**config.mk**
```make
export PLATFORM = sky130hd
export DESIGN_NAME = jtb_tap
export DESIGN_NICKNAME = d
export VERILOG_FILES = /design/src/rtl/placeholder_unused.sv /design/src/rtl/jtb_pkg.sv /design/src/rtl/jtb_bscan.sv /design/src/rtl/jtb_tap.sv
export SDC_FILE = /design/constraint.sdc
export NUM_CORES = 1
export LEC_CHECK = 0
export BUFFER_PORTS_ARGS = -buffer_cell sky130_fd_sc_hd__buf_2
export CORE_MARGIN = 1.5
export CORE_UTILIZATION = 58
export CTS_CLUSTER_SIZE = 25
export DETAILED_ROUTE_END_ITERATION = 6
export GPL_TIMING_DRIVEN = 0
export PLACE_DENSITY = 0.79
export SLEW_MARGIN = 20
export SYNTH_ARGS = -nofsm -noshare
export SYNTH_HDL_FRONTEND = slang
export SYNTH_SLANG_ARGS = --single-unit
```
**constraint.sdc**
```tcl
create_clock -name CLK_I -period 3.2 [get_ports CLK_I]
set_clock_uncertainty 0.1 [all_clocks]
set_input_delay 0.16 -clock CLK_I [delete_from_list [all_inputs] [get_ports CLK_I]]
set_output_delay 0.16 -clock CLK_I [all_outputs]
set_load 0.01 [all_outputs]
```
**src/rtl/placeholder_unused.sv**
```systemverilog
// intentionally empty
`timescale 1ns/1ps

```
**src/rtl/jtb_pkg.sv**
```systemverilog
// constants and types shared by the test access port design
// assumes nothing beyond a SystemVerilog-2012 compiler
package jtb_pkg;

    localparam int IR_W = 4;
    localparam int ID_W = 32;

    localparam logic [3:0] OPC_EXTEST = 4'h0;
    localparam logic [3:0] OPC_INTSCAN = 4'h2;
    localparam logic [3:0] OPC_SAMPLE = 4'h4;
    localparam logic [3:0] OPC_HIGHZ = 4'h5;
    localparam logic [3:0] OPC_IDCODE = 4'h6;
    localparam logic [3:0] OPC_BYPASS = 4'hf;

    // value loaded into the instruction shifter on capture
    localparam logic [3:0] IR_CAPTURE = 4'h1;
    // instruction in effect after test logic reset
    localparam logic [3:0] IR_RESET = OPC_IDCODE;

    localparam int ID_VER_LSB = 28;
    localparam int ID_PART_LSB = 12;
    localparam int ID_MFR_LSB = 0;

    typedef enum logic [3:0] {
        ST_TLR, ST_RTI, ST_SEL_DR, ST_CAP_DR, ST_SHIFT_DR, ST_EXIT1_DR,
        ST_PAUSE_DR, ST_EXIT2_DR, ST_UPD_DR, ST_SEL_IR, ST_CAP_IR,
        ST_SHIFT_IR, ST_EXIT1_IR, ST_PAUSE_IR, ST_EXIT2_IR, ST_UPD_IR
    } jtb_state_t;

    typedef enum logic [2:0] {
        OP_EXTEST, OP_SAMPLE, OP_HIGHZ, OP_IDCODE, OP_BYPASS, OP_INTSCAN
    } jtb_op_t;

    function automatic jtb_op_t jtb_decode(input logic [3:0] ir);
        case (ir)
            OPC_EXTEST: return OP_EXTEST;
            OPC_SAMPLE: return OP_SAMPLE;
            OPC_HIGHZ: return OP_HIGHZ;
            OPC_IDCODE: return OP_IDCODE;
            OPC_INTSCAN: return OP_INTSCAN;
            default: return OP_BYPASS;
        endcase
    endfunction

endpackage

```
**src/rtl/jtb_bscan.sv**
```systemverilog
// boundary scan chain: capture, shift and update stages per cell
// assumes one-cycle enables from the tap on the same clock
`timescale 1ns/1ps
module jtb_bscan #(
    parameter int LEN = 8
) (
    input wire logic clk_i,
    input wire logic rst_n_i,
    input wire logic capture_i,
    input wire logic shift_i,
    input wire logic update_i,
    input wire logic tdi_i,
    input wire logic [LEN-1:0] cap_i,
    output logic ser_o,
    output logic [LEN-1:0] upd_o
);

    logic [LEN-1:0] sr_q;
    logic [LEN-1:0] up_q;

    // dedicated cells, never in the system data path
    genvar g;
    for (g = 0; g < LEN; g++) begin : g_cell
        logic nxt;
        if (g == LEN - 1) begin : g_last
            assign nxt = tdi_i;
        end else begin : g_mid
            assign nxt = sr_q[g+1];
        end
        always_ff @(posedge clk_i or negedge rst_n_i) begin
            if (!rst_n_i) begin
                sr_q[g] <= 1'b0;
            end else if (capture_i) begin
                sr_q[g] <= cap_i[g];
            end else if (shift_i) begin
                sr_q[g] <= nxt;
            end
        end
        always_ff @(posedge clk_i or negedge rst_n_i) begin
            if (!rst_n_i) begin
                up_q[g] <= 1'b0;
            end else if (update_i) begin
                up_q[g] <= sr_q[g];
            end
        end
    end

    assign ser_o = sr_q[0];
    assign upd_o = up_q;

endmodule // jtb_bscan

```
**src/rtl/jtb_tap.sv**
```systemverilog
// test access port with instruction, bypass, id and boundary registers
// assumes tester pins arrive asynchronously; TCK well below CLK_I/4
// Operation
// - sixteen-state controller stepped by TCK, TMS
// - power-on reset puts controller in reset
// - four-bit instruction selects data register
// - undefined codes behave as bypass
// - EXTEST: boundary chain, drive and capture pins
// - SAMPLE: boundary chain, sample, preload, system runs
// - HIGHZ/BYPASS use bypass; HIGHZ floats outputs
// - IDCODE selects identification register
// - bypass is one shift stage
// - bypass selectable when idle
// - fixed 32-bit id: version, part, maker
// - maker code low, bit zero one
// - boundary cells chained TDI to TDO
// - four boundary cell kinds by pin function
// - boundary cells are dedicated test logic
// - parallel capture on TCK rising edge
// - test port idle during bus cycles
// - every signal pin in boundary chain
`timescale 1ns/1ps
module jtb_tap #(
    parameter int N_IN = 2,
    parameter int N_OUT = 2,
    parameter int N_IO = 4,
    // arbitrary identification values
    parameter logic [3:0] ID_VERSION = 4'h1,
    parameter logic [15:0] ID_PART = 16'h1234,
    parameter logic [11:0] ID_MFR = 12'h0a5
) (
    input wire logic CLK_I,
    input wire logic RST_N_I,
    input wire logic TCK_I,
    input wire logic TMS_I,
    input wire logic TDI_I,
    input wire logic TRST_N_I,
    output logic TDO_O,
    output logic TDO_OE_O,
    input wire logic BUS_ACTIVE_I,
    input wire logic [N_IN-1:0] PIN_IN_I,
    output logic [N_IN-1:0] CORE_IN_O,
    input wire logic [N_OUT-1:0] CORE_OUT_I,
    input wire logic CORE_OUT_OE_I,
    output logic [N_OUT-1:0] PIN_OUT_O,
    output logic PIN_OUT_OE_O,
    input wire logic [N_IO-1:0] PIN_IO_IN_I,
    output logic [N_IO-1:0] CORE_IO_IN_O,
    input wire logic [N_IO-1:0] CORE_IO_OUT_I,
    input wire logic [N_IO-1:0] CORE_IO_OE_I,
    output logic [N_IO-1:0] PIN_IO_OUT_O,
    output logic [N_IO-1:0] PIN_IO_OE_O,
    input wire logic SCAN_OUT_I,
    output logic SCAN_IN_O,
    output logic SCAN_EN_O,
    output logic SCAN_STEP_O
);

    localparam int BS_LEN = N_IN + N_OUT + 1 + 2 * N_IO;
    localparam int O_OUT = N_IN;
    localparam int O_OCT = N_IN + N_OUT;
    localparam int O_IO = O_OCT + 1;
    localparam int O_ICT = O_IO + N_IO;

    localparam logic [31:0] ID_VALUE = ({28'h0, ID_VERSION} << jtb_pkg::ID_VER_LSB)
        | ({16'h0, ID_PART} << jtb_pkg::ID_PART_LSB)
        | ({20'h0, ID_MFR[11:1], 1'b1} << jtb_pkg::ID_MFR_LSB);

    // power-on or tester reset; release is not resynchronised, so TRST
    // must rise while TCK is quiet
    logic tap_rst_n;
    assign tap_rst_n = RST_N_I & TRST_N_I;

    // two-stage synchronisers for tck, tms and tdi; trst is used unsynchronised
    logic tck_s1, tck_s2, tck_s3, tms_s1, tms_s2, tdi_s1, tdi_s2;
    always_ff @(posedge CLK_I or negedge RST_N_I) begin
        if (!RST_N_I) begin
            tck_s1 <= 1'b0;
            tck_s2 <= 1'b0;
            tck_s3 <= 1'b0;
            tms_s1 <= 1'b1;
            tms_s2 <= 1'b1;
            tdi_s1 <= 1'b1;
            tdi_s2 <= 1'b1;
        end else begin
            tck_s1 <= TCK_I;
            tck_s2 <= tck_s1;
            tck_s3 <= tck_s2;
            tms_s1 <= TMS_I;
            tms_s2 <= tms_s1;
            tdi_s1 <= TDI_I;
            tdi_s2 <= tdi_s1;
        end
    end

    // tck edges are ignored while the bridge runs bus cycles
    logic te_rise, te_fall;
    assign te_rise = tck_s2 & ~tck_s3 & ~BUS_ACTIVE_I;
    assign te_fall = ~tck_s2 & tck_s3 & ~BUS_ACTIVE_I;

    jtb_pkg::jtb_state_t state_q, state_d;

    always_comb begin
        state_d = state_q;
        unique case (state_q)
            jtb_pkg::ST_TLR: state_d = tms_s2 ? jtb_pkg::ST_TLR : jtb_pkg::ST_RTI;
            jtb_pkg::ST_RTI: state_d = tms_s2 ? jtb_pkg::ST_SEL_DR : jtb_pkg::ST_RTI;
            jtb_pkg::ST_SEL_DR: state_d = tms_s2 ? jtb_pkg::ST_SEL_IR : jtb_pkg::ST_CAP_DR;
            jtb_pkg::ST_CAP_DR: state_d = tms_s2 ? jtb_pkg::ST_EXIT1_DR : jtb_pkg::ST_SHIFT_DR;
            jtb_pkg::ST_SHIFT_DR: state_d = tms_s2 ? jtb_pkg::ST_EXIT1_DR : jtb_pkg::ST_SHIFT_DR;
            jtb_pkg::ST_EXIT1_DR: state_d = tms_s2 ? jtb_pkg::ST_UPD_DR : jtb_pkg::ST_PAUSE_DR;
            jtb_pkg::ST_PAUSE_DR: state_d = tms_s2 ? jtb_pkg::ST_EXIT2_DR : jtb_pkg::ST_PAUSE_DR;
            jtb_pkg::ST_EXIT2_DR: state_d = tms_s2 ? jtb_pkg::ST_UPD_DR : jtb_pkg::ST_SHIFT_DR;
            jtb_pkg::ST_UPD_DR: state_d = tms_s2 ? jtb_pkg::ST_SEL_DR : jtb_pkg::ST_RTI;
            jtb_pkg::ST_SEL_IR: state_d = tms_s2 ? jtb_pkg::ST_TLR : jtb_pkg::ST_CAP_IR;
            jtb_pkg::ST_CAP_IR: state_d = tms_s2 ? jtb_pkg::ST_EXIT1_IR : jtb_pkg::ST_SHIFT_IR;
            jtb_pkg::ST_SHIFT_IR: state_d = tms_s2 ? jtb_pkg::ST_EXIT1_IR : jtb_pkg::ST_SHIFT_IR;
            jtb_pkg::ST_EXIT1_IR: state_d = tms_s2 ? jtb_pkg::ST_UPD_IR : jtb_pkg::ST_PAUSE_IR;
            jtb_pkg::ST_PAUSE_IR: state_d = tms_s2 ? jtb_pkg::ST_EXIT2_IR : jtb_pkg::ST_PAUSE_IR;
            jtb_pkg::ST_EXIT2_IR: state_d = tms_s2 ? jtb_pkg::ST_UPD_IR : jtb_pkg::ST_SHIFT_IR;
            jtb_pkg::ST_UPD_IR: state_d = tms_s2 ? jtb_pkg::ST_SEL_DR : jtb_pkg::ST_RTI;
        endcase
    end

    always_ff @(posedge CLK_I or negedge tap_rst_n) begin
        if (!tap_rst_n) begin
            state_q <= jtb_pkg::ST_TLR;
        end else if (te_rise) begin
            state_q <= state_d;
        end
    end

    // instruction shifter and the instruction in effect
    logic [3:0] ir_sr_q, ir_q;
    always_ff @(posedge CLK_I or negedge tap_rst_n) begin
        if (!tap_rst_n) begin
            ir_sr_q <= jtb_pkg::IR_CAPTURE;
        end else if (te_rise && state_q == jtb_pkg::ST_CAP_IR) begin
            ir_sr_q <= jtb_pkg::IR_CAPTURE;
        end else if (te_rise && state_q == jtb_pkg::ST_SHIFT_IR) begin
            ir_sr_q <= {tdi_s2, ir_sr_q[3:1]};
        end
    end

    always_ff @(posedge CLK_I or negedge tap_rst_n) begin
        if (!tap_rst_n) begin
            ir_q <= jtb_pkg::IR_RESET;
        end else if (te_rise && state_q == jtb_pkg::ST_TLR) begin
            ir_q <= jtb_pkg::IR_RESET;
        end else if (te_fall && state_q == jtb_pkg::ST_UPD_IR) begin
            ir_q <= ir_sr_q;
        end
    end

    jtb_pkg::jtb_op_t op;
    assign op = jtb_pkg::jtb_decode(ir_q);

    logic cap_dr, shf_dr, upd_dr;
    assign cap_dr = te_rise && state_q == jtb_pkg::ST_CAP_DR;
    assign shf_dr = te_rise && state_q == jtb_pkg::ST_SHIFT_DR;
    assign upd_dr = te_fall && state_q == jtb_pkg::ST_UPD_DR;

    // bypass stage, the path for bypass, highz and undefined codes
    logic byp_q;
    always_ff @(posedge CLK_I or negedge tap_rst_n) begin
        if (!tap_rst_n) begin
            byp_q <= 1'b0;
        end else if (op == jtb_pkg::OP_BYPASS || op == jtb_pkg::OP_HIGHZ) begin
            if (cap_dr) begin
                byp_q <= 1'b0;
            end else if (shf_dr) begin
                byp_q <= tdi_s2;
            end
        end
    end

    logic [31:0] id_sr_q;
    always_ff @(posedge CLK_I or negedge tap_rst_n) begin
        if (!tap_rst_n) begin
            id_sr_q <= ID_VALUE;
        end else if (op == jtb_pkg::OP_IDCODE) begin
            if (cap_dr) begin
                id_sr_q <= ID_VALUE;
            end else if (shf_dr) begin
                id_sr_q <= {tdi_s2, id_sr_q[31:1]};
            end
        end
    end

    // pin input synchronisers feed both the core and the capture cells
    logic [N_IN-1:0] in_s1, in_s2;
    logic [N_IO-1:0] io_s1, io_s2;
    always_ff @(posedge CLK_I or negedge RST_N_I) begin
        if (!RST_N_I) begin
            in_s1 <= '0;
            in_s2 <= '0;
            io_s1 <= '0;
            io_s2 <= '0;
        end else begin
            in_s1 <= PIN_IN_I;
            in_s2 <= in_s1;
            io_s1 <= PIN_IO_IN_I;
            io_s2 <= io_s1;
        end
    end

    // cell kinds: input, output, output control, bidir with its control
    logic bs_on;
    logic [BS_LEN-1:0] bs_cap, bs_upd;
    logic bs_ser;
    assign bs_on = op == jtb_pkg::OP_EXTEST || op == jtb_pkg::OP_SAMPLE;
    assign bs_cap = {PIN_IO_OE_O, io_s2, PIN_OUT_OE_O, PIN_OUT_O, in_s2};

    jtb_bscan #(
        .LEN(BS_LEN)
    ) u_bscan (
        .clk_i(CLK_I),
        .rst_n_i(tap_rst_n),
        .capture_i(cap_dr && bs_on),
        .shift_i(shf_dr && bs_on),
        .update_i(upd_dr && bs_on),
        .tdi_i(tdi_s2),
        .cap_i(bs_cap),
        .ser_o(bs_ser),
        .upd_o(bs_upd)
    );

    // pin drivers; registered, so the system path gains one cycle
    always_ff @(posedge CLK_I or negedge RST_N_I) begin
        if (!RST_N_I) begin
            PIN_OUT_O <= '0;
            PIN_OUT_OE_O <= 1'b0;
            PIN_IO_OUT_O <= '0;
            PIN_IO_OE_O <= '0;
        end else if (op == jtb_pkg::OP_EXTEST) begin
            PIN_OUT_O <= bs_upd[O_OUT +: N_OUT];
            PIN_OUT_OE_O <= bs_upd[O_OCT];
            PIN_IO_OUT_O <= bs_upd[O_IO +: N_IO];
            PIN_IO_OE_O <= bs_upd[O_ICT +: N_IO];
        end else if (op == jtb_pkg::OP_HIGHZ) begin
            PIN_OUT_O <= CORE_OUT_I;
            PIN_OUT_OE_O <= 1'b0;
            PIN_IO_OUT_O <= CORE_IO_OUT_I;
            PIN_IO_OE_O <= '0;
        end else begin
            PIN_OUT_O <= CORE_OUT_I;
            PIN_OUT_OE_O <= CORE_OUT_OE_I;
            PIN_IO_OUT_O <= CORE_IO_OUT_I;
            PIN_IO_OE_O <= CORE_IO_OE_I;
        end
    end

    always_ff @(posedge CLK_I or negedge RST_N_I) begin
        if (!RST_N_I) begin
            CORE_IN_O <= '0;
            CORE_IO_IN_O <= '0;
        end else begin
            CORE_IN_O <= in_s2;
            CORE_IO_IN_O <= io_s2;
        end
    end

    // internal scan: one step per TCK rise in shift-dr
    always_ff @(posedge CLK_I or negedge tap_rst_n) begin
        if (!tap_rst_n) begin
            SCAN_IN_O <= 1'b0;
            SCAN_EN_O <= 1'b0;
            SCAN_STEP_O <= 1'b0;
        end else begin
            SCAN_IN_O <= tdi_s2;
            SCAN_EN_O <= op == jtb_pkg::OP_INTSCAN;
            SCAN_STEP_O <= shf_dr && op == jtb_pkg::OP_INTSCAN;
        end
    end

    logic dr_ser;
    always_comb begin
        dr_ser = byp_q;
        unique case (op)
            jtb_pkg::OP_EXTEST, jtb_pkg::OP_SAMPLE: dr_ser = bs_ser;
            jtb_pkg::OP_IDCODE: dr_ser = id_sr_q[0];
            jtb_pkg::OP_INTSCAN: dr_ser = SCAN_OUT_I;
            jtb_pkg::OP_HIGHZ, jtb_pkg::OP_BYPASS: dr_ser = byp_q;
        endcase
    end

    // tdo moves only on falling tck, driven during shift states
    always_ff @(posedge CLK_I or negedge tap_rst_n) begin
        if (!tap_rst_n) begin
            TDO_O <= 1'b0;
            TDO_OE_O <= 1'b0;
        end else if (te_fall) begin
            TDO_O <= state_q == jtb_pkg::ST_SHIFT_IR ? ir_sr_q[0] : dr_ser;
            TDO_OE_O <= state_q == jtb_pkg::ST_SHIFT_IR || state_q == jtb_pkg::ST_SHIFT_DR;
        end
    end
endmodule // jtb_tap

```
==> results of run 1 <==
logic make-up after synthesis:
kind of cell / synth area share
AND/OR/NAND/NOR: 0.173
AO/OA/AOI/OAI: 0.119
flip-flops: 0.606
buffers and inverters: 0.0347
multiplexers: 0.0680
worst max path at each step:
stage / from / endpoint / slack, ns / cells after the start
floorplan: TRST_N_I / SCAN_EN_O$_DFF_PN0_ / 0.67 / 1
global placement: RST_N_I / id_sr_q[18]$_DFFE_PN0P_ / -0.98 / 2
detailed placement: ir_q[0]$_DFFE_PN0P_ / u_bscan.g_cell[2].nxt$_DFFE_PN0P_ / 1.35 / 6
CTS: RST_N_I / id_sr_q[0]$_DFFE_PN1P_ / 1.31 / 4
global route: RST_N_I / id_sr_q[0]$_DFFE_PN1P_ / 1.13 / 4
finish: ir_q[2]$_DFFE_PN1P_ / PIN_IO_OE_O[3]$_DFF_PN0_ / 1.34 / 4
registers in the layout, summed over array words and instances, names as in the netlist, 2 cells and up:
| register | count |
|---|---|
| PIN_IO_OUT_O | 4 |
| io_s2 | 4 |
| in_s1 | 2 |
| PIN_IO_OE_O | 4 |
| id_sr_q | 32 |
| u_bscan.g_cell.nxt | 12 |
| io_s1 | 4 |
| in_s2 | 2 |
| state_q | 4 |
| u_bscan.upd_o | 11 |
| ir_q | 4 |
| CORE_IN_O | 2 |
| ir_sr_q | 4 |
| PIN_OUT_O | 2 |
| CORE_IO_IN_O | 4 |
cells in the final DEF (no fill, tap or decap), types with 3 or more instances in the layout:
cell type                       synthesis  routed
sky130_fd_sc_hd__o21ai_0               14      14
sky130_fd_sc_hd__nor2_1                30      30
sky130_fd_sc_hd__dlygate4sd3_1          0      22
sky130_fd_sc_hd__o31ai_1               14      14
sky130_fd_sc_hd__buf_2                 16      62
sky130_fd_sc_hd__nor2b_1                5       5
sky130_fd_sc_hd__inv_1                  5       5
sky130_fd_sc_hd__nor3b_2                3       3
sky130_fd_sc_hd__mux2_4                10      10
sky130_fd_sc_hd__clkbuf_8               0      10
sky130_fd_sc_hd__nand2b_1               3       3
sky130_fd_sc_hd__nand3_1                5       5
sky130_fd_sc_hd__dfstp_2               17      17
sky130_fd_sc_hd__a21oi_1                7       7
sky130_fd_sc_hd__mux2_2                 9       9
sky130_fd_sc_hd__mux2i_1                6       6
sky130_fd_sc_hd__and3_1                 5       5
sky130_fd_sc_hd__dfrtp_1               93      93
sky130_fd_sc_hd__clkbuf_1               8       8
sky130_fd_sc_hd__nand2_1               82      82
sky130_fd_sc_hd__nor3_1                15      15
sky130_fd_sc_hd__o21ai_1               31      31
sky130_fd_sc_hd__a22oi_1                5       5
report_power, final:
group | internal (uW) | total, uW | switching (uW)
Clock | 318 | 806 | 488
Combinational | 211 | 534 | 323
Sequential | 1480 | 1540 | 65.9
Total | 2010 | 2880 | 877
per-stage QoR:
step | hold WS, ns | setup TNS, ns | setup slack (ns) | power [uW]
floorplan | -0.236 | 0 | 0.674 | 1910
global placement | 0.165 | -61.44 | -0.980 | 2060
detailed placement | 0.156 | 0 | 1.35 | 2080
CTS | 0.126 | 0 | 1.31 | 2900
global route | 0.152 | 0 | 1.13 | 3030
finish | 0.135 | 0 | 1.34 | 2880
layout make-up:
class,count,area (um^2),area share
Buffer,27,140,0.0261
Clock buffer,10,138,0.0256
Clock inverter,6,51.3,0.00955
Inverter,5,18.8,0.00349
Multi-Input combinational cell,273,1650,0.307
Sequential cell,110,2770,0.517
Tap cell,102,128,0.0238
Timing Repair Buffer,69,470,0.0876
routing by layer:
layer	global-route usage	up-vias
li1	-	1585
met1	0.336	1645
met2	0.402	95
met3	0.0456	14
met4	0.0885	0
met5	0	-
timing repair:
item / CTS / global route
setup buffers: 0 / 0
endpoints found under the hold margin: 78 / 0
hold buffers: 22 / 0
setup endpoints to repair: 0 / 0
tightest hold or removal path, delay by kind of cell:
| kind | cells | cell delay [ns] |
|---|---|---|
| compound gates | 1 | 0.14 |
| buf+inv | 1 | 0.15 |
| simple gates | 1 | 0.11 |
==> results, run 1 <==
- The cell family with the largest share of critical-path delay is flip-flops.
- The die is 91.9 um tall.
- The number of filler instances in the final layout is ~580.
- The most frequently used flop master after synthesis is sky130_fd_sc_hd__dfrtp_1.
- The final number of hold-violating endpoints is 0.
- In the final design database the tool counted 520 nets.
- The average instance in the mapped netlist occupies 11.0 um^2.
- The final routed wirelength across all metal layers is around 9600 um.
- The number of max-slew violations in the final report is 0.
- The number of gates resized after CTS is 0.
- Clock tree synthesis inserted a total of 9 buffers.
- The cell with the most instances after synthesis is sky130_fd_sc_hd__dfrtp_1.
- The signal on the critical path passes through clkbuf_1 -> o21ai_0 -> nand2_1 -> o21ai_0.
- The number of vias per cell is 5.55.
- After detailed routing, the number of remaining DRC violations is 0.
- The startpoint identified for the worst register-to-register timing path is ir_q[2]$_DFFE_PN1P_.
- Counting I/O delays and the setup requirement, the final critical path takes 1.86 ns.
- The initial antenna violation count is 0.
- The endpoint of the lowest-slack register-to-register path is PIN_IO_OE_O[3]$_DFF_PN0_.
- The clock network latency to the later pin of the worst-skew pair is 0.37 ns.
- The path depth of the worst reg2reg path is 4.
- The final route contains approximately 3,300 vias.
- After legalization and detailed placement, the total HPWL measured about 6400 um.
- Data arrives at the worst endpoint at between 2 and 2.5 ns.
- At the pin with the least slew margin, the transition time is about 0.81 ns.
- The die covers approximately 8400 um^2.
- The kind of end point of the critical path is a flip-flop.
- The die is just over 90 um wide.
- The setup slack of the most critical reg-to-reg path is ~1.3 ns.
- The kind of critical path is reg2reg.
- The count of distinct cell types in the synthesized netlist is 48.
- The filler-free cell count of the finished design is between 600 and 700.
- At the end of the flow the core is filled with cells to 0.699.
- The total grt overflow is 0.
- The worst hold path terminates at TDO_OE_O$_DFFE_PN0P_.
- In the final routed layout, each cell accounts on average for 15.9 um.
- The design area is roughly 5400 um^2.
- The area growth from synthesis to final layout is 17.2%.
- The summed instance area of the synthesized netlist is ~4600 um^2.
- The delay of the slowest cell on the worst path is roughly 0.6 ns.
- Setup violations remaining at the end of the flow were counted as 0.
- The synthesized design contains 0 enable-type register cells.
- The repair_antennas step left the layout with diodes totalling 0.
- The worst hold path begins at BUS_ACTIVE_I.
- In the finished design, the share of the clock period the worst path needs comes to 0.582.
- Counting instances in the post-synthesis netlist gives the leading cell types as sky130_fd_sc_hd__dfrtp_1, sky130_fd_sc_hd__nand2_1, sky130_fd_sc_hd__o21ai_1.
- The buffer and inverter count on the worst path is 1.
- The core area is approximately 7700 um^2.
- Power spread over the standard cell area amounts to approximately 540 nW/um^2.
- In the post-synthesis netlist, the biggest area contributors are sky130_fd_sc_hd__dfrtp_1, sky130_fd_sc_hd__dfstp_2, sky130_fd_sc_hd__nand2_1, sky130_fd_sc_hd__o21ai_1, sky130_fd_sc_hd__mux2_4.
- The worst endpoint required time is 3.35 ns.
- The flow ran to the end, and the final reports show no timing, DRC or antenna violations.
- The largest net degree at the start of global routing is 44.
- Synthesis handed over a netlist of between 400 and 500 instances.
- Of all nets on the critical path, the largest fanout is 10.
- In this run the static leakage power is roughly 0.0023 uW.
- Summed over all nets, wire length on met2 after detailed routing comes to 4710 um.
- In this run, the number of DRC markers left after iteration 0 of detailed routing was between 150 and 200.
- The TritonCTS clock tree is built.
- The top cell type's share of synthesized area is 0.508.
- Clock-pin slew was measured on the worst setup and hold paths at 0.10 ns.
- Across the run, the number of max-cap violations was 0.
- The slowest cell on the critical path is sky130_fd_sc_hd__dfstp_2.
- Yosys printed 0 warnings.
- The clock tree buffer depth is 2.
- The total clock sinks is 110.
- The detailed router put a total of approximately 4300 um of wire on met1.
- The post-detailed-placement cell area is around 5000 um^2.
- The first detailed-routing pass took 4 iterations.
- The number of global-route vias before repair came to ~3,400.
- The maximum frequency from static timing analysis is 537 MHz.
- The synthesized design contains between 100 and 150 register bits.
- The worst max-slew margin expressed relative to the limit is 0.462.
- The final weighted congestion in routability-driven placement is 0.817.
- The class of the tightest hold or removal check is in2reg.
- Summed over all nets, wire length on met3 after detailed routing comes to ~410 um.
- The number of nets in the synthesized netlist is 440.
- VDD sags by at most 0.469 mV.
- After detailed routing, no signal wire sits above met4.
- The share of layout cells above drive strength 1 is 0.266.
- The number of I/O pins is 47.
- The first global-routing pass estimated around 16,000 um of wire.
- For this configuration, the core starts out at a cell density of 0.596.
- The count of nets left with antenna violations once routing finished came out at 0.
- Setup repair after global routing left no endpoint under its margin.
- Across every metal layer, demand over resource in global routing totals 0.248.
- The H-tree was split into 3 levels.
- The post-synthesis cell type with the largest combined area is sky130_fd_sc_hd__dfrtp_1.
- The post-synthesis async set-or-reset flop share is 1.00.
- The count of buffers from port buffering is 46.
- The number of cells traversed by the worst hold path is 3.
- STA classifies the critical path startpoint as a flip-flop.
- The number of cell rows is 32.
- The total instance count after detailed placement is around 560.
- Counting stages on the worst path, the most repeated cell is sky130_fd_sc_hd__o21ai_0.
- Of the synthesized area, sequential elements account for 0.606.
- Clock tree synthesis selected as its root buffer the cell sky130_fd_sc_hd__clkbuf_8.
Power figures use the tool's default switching activity.
==> run 2, diff against run 1 <==
- ABC_AREA: not set -> 1
- clock period: 3.2 -> 1.8 ns (I/O delays scaled with it)
==> results, run 2 <==
- The class of the tightest hold or removal check is in2reg (unchanged).
- Cell types with the highest counts after synthesis: sky130_fd_sc_hd__nand2_1, sky130_fd_sc_hd__dfrtp_1, sky130_fd_sc_hd__inv_1 (was sky130_fd_sc_hd__dfrtp_1, sky130_fd_sc_hd__nand2_1, sky130_fd_sc_hd__o21ai_1).
- The slew at the pin closest to its max-slew limit came to 0.457 ns (was 0.807 ns).
- The most congested layer reported by global routing is met2 (unchanged).
- Commonest cells after routing, fill and taps aside: sky130_fd_sc_hd__nand2_1, sky130_fd_sc_hd__dfrtp_1, sky130_fd_sc_hd__buf_2 (was sky130_fd_sc_hd__dfrtp_1, sky130_fd_sc_hd__nand2_1, sky130_fd_sc_hd__buf_2).
- The die width is 92.2 um (was 91.9 um).
- The summed instance area of the synthesized netlist is 4610 um^2 (was 4580 um^2).
- The clock network latency to the later pin of the worst-skew pair is 0.38 ns (was 0.37 ns).
- The sort of element at the start of the critical path was a flip-flop (unchanged).
- The wire length per cell after detailed routing is 14.4 um (was 15.9 um).
- The number of I/O pins is 47 (unchanged).
- The area growth from synthesis to final layout is 20.1% (was 17.2%).
- The number of global-route vias before repair is 3,508 (was 3,391).
- The register with the most flip-flops was id_sr_q (unchanged).
- The areal power density over the cells came to 1150 nW/um^2 (was 537 nW/um^2).
- The fraction of met2 tracks used by global routing came to 0.419 (was 0.402).
- The post-synthesis async set-or-reset flop share is 1.00 (unchanged).
- The number of nets in the synthesized netlist is 497 (was 440).
- The gate count of the mapped netlist is 472 (was 415).
- The kind of critical path is reg2reg (unchanged).
- The total clock sinks is 110 (unchanged).
- The global-route wire length before repair came to 16,700 um (was 16,300 um).
- The synthesis-stage register bit count is 110 (unchanged).
- The met1 global-route usage is 0.337 (was 0.336).
- The total grt overflow came to 0 (unchanged).
- The count of synthesis-stage warnings from yosys is 0 (unchanged).
- The kind of end point of the critical path is a flip-flop (unchanged).
- The number of violations of the max-capacitance limit came to 0 (unchanged).
- The final number of hold-violating endpoints came to 0 (unchanged).
- The minimum period implied by the final worst setup slack is 1.69 ns (was 1.86 ns).
- The sum of net half-perimeters after detailed placement is 6120 um (was 6410 um).
- The total leakage power was 0.00257 uW (was 0.00233 uW).
- The worst max-slew margin expressed relative to the limit is 0.695 (was 0.462).
- The core area is 7730 um^2 (was 7690 um^2).
- The sequential element share of the synthesized area is 0.601 (was 0.606).
- The post-detailed-placement cell area is 5010 um^2 (was 4960 um^2).
- The number of cell rows was 32 (unchanged).
- The most frequent standard cell in the layout excluding fill and tap cells is sky130_fd_sc_hd__nand2_1 (was sky130_fd_sc_hd__dfrtp_1).
- The DRC violation total after the first TritonRoute iteration came to 180 (was 168).
- The number of CTS-inserted buffers is 9 (unchanged).
- The TritonCTS clock tree is built (unchanged).
- The top cell type's share of synthesized area is 0.504 (was 0.508).
- The number of vias per cell is 5.29 (was 5.55).
- The clock tree buffer depth is 2 (unchanged).
- The number of max-slew violations in the final report is 0 (unchanged).
- Result of the run: finished, final reports clean (unchanged).
- The total global-route track usage was 0.254 (was 0.248).
- The post-route antenna net violation count came to 0 (unchanged).
- The register area is 2780 um^2 (was 2770 um^2).
- The mean post-synth cell area came to 9.77 um^2 (was 11.0 um^2).
- The largest net degree at the start of global routing is 33 (was 44).
- The root buffer cell is sky130_fd_sc_hd__clkbuf_8 (unchanged).
- The arrival time of data at the critical path endpoint is 1.84 ns (was 2.01 ns).
- The initial antenna violation count is 0 (unchanged).
- The worst endpoint required time came to 1.95 ns (was 3.35 ns).
- The period utilization is 0.938 (was 0.582).
- The remaining design rule violation count was 0 (unchanged).
- The cell with the most instances after synthesis is sky130_fd_sc_hd__nand2_1 (was sky130_fd_sc_hd__dfrtp_1).
- The share of layout cells above drive strength 1 came to 0.295 (was 0.266).
- The count of distinct cell types in the synthesized netlist is 30 (was 48).
- The post-synthesis cell type with the largest combined area is sky130_fd_sc_hd__dfrtp_1 (unchanged).
- The final weighted congestion in routability-driven placement is 0.881 (was 0.817).
- The vertical extent of the die was 92.2 um (was 91.9 um).
- The largest fanout on the critical path came to 10 (unchanged).
- The final-stage net count is 583 (was 520).
- The clock edge transition at the registers on the reported setup and hold paths is 0.11 ns (was 0.10 ns).
- The number of failing setup endpoints in the final timing report is 0 (unchanged).
- The area enclosed by the die boundary is 8500 um^2 (was 8440 um^2).
- Setup repair after global routing missed its margin: true (was false).
- The maximum frequency from static timing analysis is 592 MHz (was 537 MHz).
- The worst supply voltage drop on vdd came to 0.616 mV (was 0.469 mV).
- The total power of the final layout came to 6350 uW (was 2880 uW).
- The number of search-and-repair iterations in the first detailed-routing pass is 4 (unchanged).
- The setup slack of the most critical reg-to-reg path is 0.11 ns (was 1.34 ns).
- The final routed wirelength across all metal layers is 9580 um (was 9570 um).
- The number of filler instances in the final layout is 555 (was 578).
- The total negative setup slack is 0 ns (unchanged).
- Top area cells in the synthesized netlist: sky130_fd_sc_hd__dfrtp_1, sky130_fd_sc_hd__nand2_1, sky130_fd_sc_hd__dfstp_2, sky130_fd_sc_hd__o21ai_2, sky130_fd_sc_hd__o21ai_0 (was sky130_fd_sc_hd__dfrtp_1, sky130_fd_sc_hd__dfstp_2, sky130_fd_sc_hd__nand2_1, sky130_fd_sc_hd__o21ai_1, sky130_fd_sc_hd__mux2_4).
- The number of enable-type register cells in the synthesized netlist came to 0 (unchanged).
- The met3 capacity usage during global routing is 0.0357 (was 0.0456).
- The area of the multi-input gates is 1590 um^2 (was 1650 um^2).
- The total via count after detailed routing is 3,517 (was 3,339).
- The number of flip-flops in the largest register was 32 (unchanged).
- The starting density of the core is 0.597 (was 0.596).
- The number of H-tree branching levels is 3 (unchanged).
- The count of buffers from port buffering is 46 (unchanged).
- The design area came to 5540 um^2 (was 5370 um^2).
- The most frequently used flop master after synthesis is sky130_fd_sc_hd__dfrtp_1 (unchanged).
- The number of antenna diodes is 0 (unchanged).
==> run 2: final cells by class <==
cell class,instances,area share
buffer,19,0.0294
sequential,110,0.501
tap,102,0.0230
clock inverter,7,0.0129
timing repair buffer,75,0.0980
inverter,37,0.0269
clock buffer,9,0.0224
multi-input combinational,306,0.286
==> run 2: repair_timing <==
action                                  4_1_cts  5_1_grt
pin swaps                                     0        1
gates resized for setup                       2       19
hold buffers                                 24        0
buffers inserted                              0        3
endpoints found under the hold margin        83        0
endpoints found under the setup margin       15       65
==> run 2: cell families after synthesis <==
| logic type | Yosys count | synth area share |
|---|---|---|
| buffers and inverters | 56 | 0.0627 |
| AO/OA/AOI/OAI | 89 | 0.129 |
| multiplexers | 6 | 0.0146 |
| flip-flops | 110 | 0.601 |
| AND/OR/NAND/NOR | 211 | 0.193 |
==> run 2: power by group <==
part           switching [uW]  leakage [uW]  internal (uW)  total, uW
Combinational            1060       0.00113            652       1720
Clock                     919     0.0000999            548       1470
Sequential                248       0.00134           2920       3170
Total                    2230       0.00257           4120       6350
==> run 2: final timing paths <==
check	from	end	cells past startpoint
max reg2reg	tck_s3$_DFF_PN0_	u_bscan.g_cell[9].nxt$_DFFE_PN0P_	7
max in group asynchronous	RST_N_I	id_sr_q[24]$_DFFE_PN1P_	6
min	SCAN_OUT_I	TDO_O$_DFFE_PN0P_	7
min in group asynchronous	TRST_N_I	u_bscan.g_cell[7].nxt$_DFFE_PN0P_	4
min reg2reg	io_s1[3]$_DFF_PN0_	io_s2[3]$_DFF_PN0_	0
max	tck_s3$_DFF_PN0_	u_bscan.g_cell[9].nxt$_DFFE_PN0P_	7
==> run 2: critical path: stages (launching register included) <==
cell                       delay (ns)
sky130_fd_sc_hd__dfrtp_1         0.39
sky130_fd_sc_hd__inv_1           0.09
sky130_fd_sc_hd__nand3_2         0.17
sky130_fd_sc_hd__clkinv_4        0.15
sky130_fd_sc_hd__nand2_2         0.15
sky130_fd_sc_hd__clkbuf_4        0.23
sky130_fd_sc_hd__nor3_1          0.16
sky130_fd_sc_hd__o22ai_1         0.11
==> run 2: routing by layer <==
layer,up-vias,share of wire
li1,1701,-
met1,1708,0.43
met2,90,0.51
met3,18,0.042
met4,0,0.024
met5,-,0
==> run 2: stage by stage <==
step / util / hold slack, ns / setup WS (ns) / instances
6_report: 0.717 / 0.0741 / 0.112 / 665
5_1_grt: 0.717 / 0.138 / -0.00864 / 665
4_1_cts: 0.707 / 0.0649 / 0.0302 / 662
3_5_place_dp: 0.649 / 0.0780 / -0.0587 / 622
3_3_place_gp: 0.644 / 0.0952 / -0.522 / 620
2_1_floorplan: - / -0.306 / 0.225 / 472
==> run 3, diff against run 2 <==
- clock period: 1.8 -> 1.9 ns (I/O delays scaled with it)
==> results, run 3 (synthesized netlist as in run 2, its figures left out) <==
- Result of the run: finished, final reports clean (unchanged).
- The number of max-slew violations in the final report is 0 (unchanged).
- The maximum frequency from static timing analysis came to 561 MHz (was 592 MHz).
- The period utilization came to 0.937 (was 0.938).
- Commonest cells after routing, fill and taps aside: sky130_fd_sc_hd__nand2_1, sky130_fd_sc_hd__dfrtp_1, sky130_fd_sc_hd__buf_2 (unchanged).
- The class of the tightest hold or removal check is in2reg (unchanged).
- The arrival time of data at the critical path endpoint is 1.99 ns (was 1.84 ns).
- The total power of the final layout is 5900 uW (was 6350 uW).
- The most frequent standard cell in the layout excluding fill and tap cells is sky130_fd_sc_hd__nand2_1 (unchanged).
- The clock edge transition at the registers on the reported setup and hold paths is 0.11 ns (about the same).
- The vertical extent of the die was 92.2 um (unchanged).
- The global-route wire length before repair is 16,700 um (unchanged).
- The starting density of the core is 0.597 (unchanged).
- The total global-route track usage is 0.254 (unchanged).
- The register with the most flip-flops is id_sr_q (unchanged).
- The number of violations of the max-capacitance limit is 0 (unchanged).
- The total instance count after detailed placement is 622 (unchanged).
- The number of flip-flops in the largest register is 32 (unchanged).
- The largest fanout on the critical path is 10 (unchanged).
- The design area is 5470 um^2 (was 5540 um^2).
- The share of layout cells above drive strength 1 came to 0.280 (was 0.295).
- The area enclosed by the die boundary is 8500 um^2 (unchanged).
- The final routed wirelength across all metal layers was 9550 um (was 9580 um).
- The worst supply voltage drop on vdd is 0.579 mV (was 0.616 mV).
- The filler-free cell count of the finished design is 662 (was 665).
- The count of buffers from port buffering is 46 (unchanged).
- The number of vias per cell came to 5.23 (was 5.29).
- The final number of hold-violating endpoints is 0 (unchanged).
- The sum of net half-perimeters after detailed placement is 6120 um (unchanged).
- The root buffer cell is sky130_fd_sc_hd__clkbuf_8 (unchanged).
- The post-detailed-placement cell area is 5010 um^2 (unchanged).
- The number of global-route vias before repair is 3,508 (unchanged).
- The TritonCTS clock tree is built (unchanged).
- The total clock sinks was 110 (unchanged).
- The remaining design rule violation count is 0 (unchanged).
- The number of CTS-inserted buffers is 9 (unchanged).
- The areal power density over the cells was 1080 nW/um^2 (was 1150 nW/um^2).
- The total via count after detailed routing was 3,465 (was 3,517).
- The number of antenna diodes is 0 (unchanged).
- The total grt overflow is 0 (unchanged).
- The wire length per cell after detailed routing is 14.4 um (about the same).
- The kind of end point of the critical path is a flip-flop (unchanged).
- The core area is 7730 um^2 (unchanged).
- The initial antenna violation count came to 0 (unchanged).
- The number of failing setup endpoints in the final timing report is 0 (unchanged).
- The post-route antenna net violation count is 0 (unchanged).
- The DRC violation total after the first TritonRoute iteration is 203 (was 180).
- The slew at the pin closest to its max-slew limit came to 0.471 ns (was 0.457 ns).
- The worst setup margin was 0.119 ns (was 0.112 ns).
- The placement-stage worst setup slack was 0.0413 ns (was -0.0587 ns).
- The kind of critical path was reg2reg (unchanged).
- The sort of element at the start of the critical path was a flip-flop (unchanged).
- The clock tree buffer depth came to 2 (unchanged).
- Setup repair after global routing missed its margin: true (unchanged).
- The minimum period implied by the final worst setup slack is 1.78 ns (was 1.69 ns).
- The die width is 92.2 um (unchanged).
- The number of search-and-repair iterations in the first detailed-routing pass came to 4 (unchanged).
- The number of I/O pins is 47 (unchanged).
- The final weighted congestion in routability-driven placement is 0.881 (unchanged).
- The largest net degree at the start of global routing is 33 (unchanged).
- The worst endpoint required time is 2.11 ns (was 1.95 ns).
- The area growth from synthesis to final layout was 18.5% (was 20.1%).
- The worst max-slew margin expressed relative to the limit was 0.686 (was 0.695).
- The clock network latency to the later pin of the worst-skew pair is 0.38 ns (about the same).
- The number of filler instances in the final layout is 562 (was 555).
- The final-stage net count is 580 (was 583).
- The number of H-tree branching levels is 3 (unchanged).
- The total leakage power is 0.00256 uW (was 0.00257 uW).
- The number of cell rows is 32 (unchanged).
-- run 3: cell types whose count changed in the layout (fill, tap and decap cells not counted), moves of 2 or more --
cell                      delta
sky130_fd_sc_hd__buf_4       -5
sky130_fd_sc_hd__buf_2       +4
sky130_fd_sc_hd__nor2_1      +3
sky130_fd_sc_hd__dfrtp_1     +2
sky130_fd_sc_hd__dfrtp_2     -2
sky130_fd_sc_hd__nor2_4      -2
-- run 3: area by class of cell --
type                    instances  area, um^2  share of cell area
plain buffers                  19         149              0.0272
clock buffers                   9         124              0.0227
clock inverters                 7        71.3              0.0130
inverters                      37         144              0.0263
multi-input cells             306        1560               0.285
flip-flops and latches        110        2770               0.508
well taps                     102         128              0.0234
repair buffers                 72         520              0.0952
-- run 3: metal layers --
metal  wire length [um]  vias to the layer above  GRT usage
met4                234                        0      0.109
met2               4780                       91      0.419
met5                  0                        -          0
met1               4150                     1662      0.337
met3                382                       18     0.0357
li1                   -                     1694          -
-- run 3: critical path, cell delays in order, from the launching register on --
cell	delay [ns]
sky130_fd_sc_hd__dfrtp_1	0.44
sky130_fd_sc_hd__nor2_1	0.29
sky130_fd_sc_hd__nand2_1	0.15
sky130_fd_sc_hd__nor2_1	0.21
sky130_fd_sc_hd__buf_2	0.30
sky130_fd_sc_hd__nor2_1	0.09
sky130_fd_sc_hd__o21ai_2	0.14
-- run 3: metrics by stage --
step / hold WS (ns) / TNS (ns) / utilization
finish: 0.0896 / 0 / 0.707
CTS: 0.0699 / 0 / 0.707
global route: 0.139 / -0.153 / 0.707
floorplan: -0.301 / 0 / -
detailed placement: 0.0830 / 0 / 0.649
global placement: 0.100 / -28.07 / 0.644
-- run 3: power by group --
part	total (uW)	switching [uW]	internal (uW)
Sequential	2990	223	2770
Combinational	1530	969	557
Clock	1380	862	519
Total	5900	2050	3840
-- run 3: final timing paths --
check                                       startpoint  slack [ns]  cells past startpoint                           endpoint
worst max-delay path            state_q[3]$_DFFE_PN0P_        0.12                      6            id_sr_q[16]$_DFFE_PN1P_
worst min-delay path                        SCAN_OUT_I        0.09                      7                  TDO_O$_DFFE_PN0P_
worst max register to register  state_q[3]$_DFFE_PN0P_        0.12                      6            id_sr_q[16]$_DFFE_PN1P_
worst min register to register      io_s1[3]$_DFF_PN0_        0.26                      0                 io_s2[3]$_DFF_PN0_
max in group asynchronous                      RST_N_I        0.47                      6            id_sr_q[24]$_DFFE_PN1P_
min in group asynchronous                     TRST_N_I        0.22                      4  u_bscan.g_cell[7].nxt$_DFFE_PN0P_
-- run 3: timing repair --
action                                 in CTS  in global routing
endpoints found under the hold margin      82                  0
hold buffers                               24                  0
gates resized for setup                     0                  2
setup buffers                               0                  0
setup endpoints to repair                   0                 29
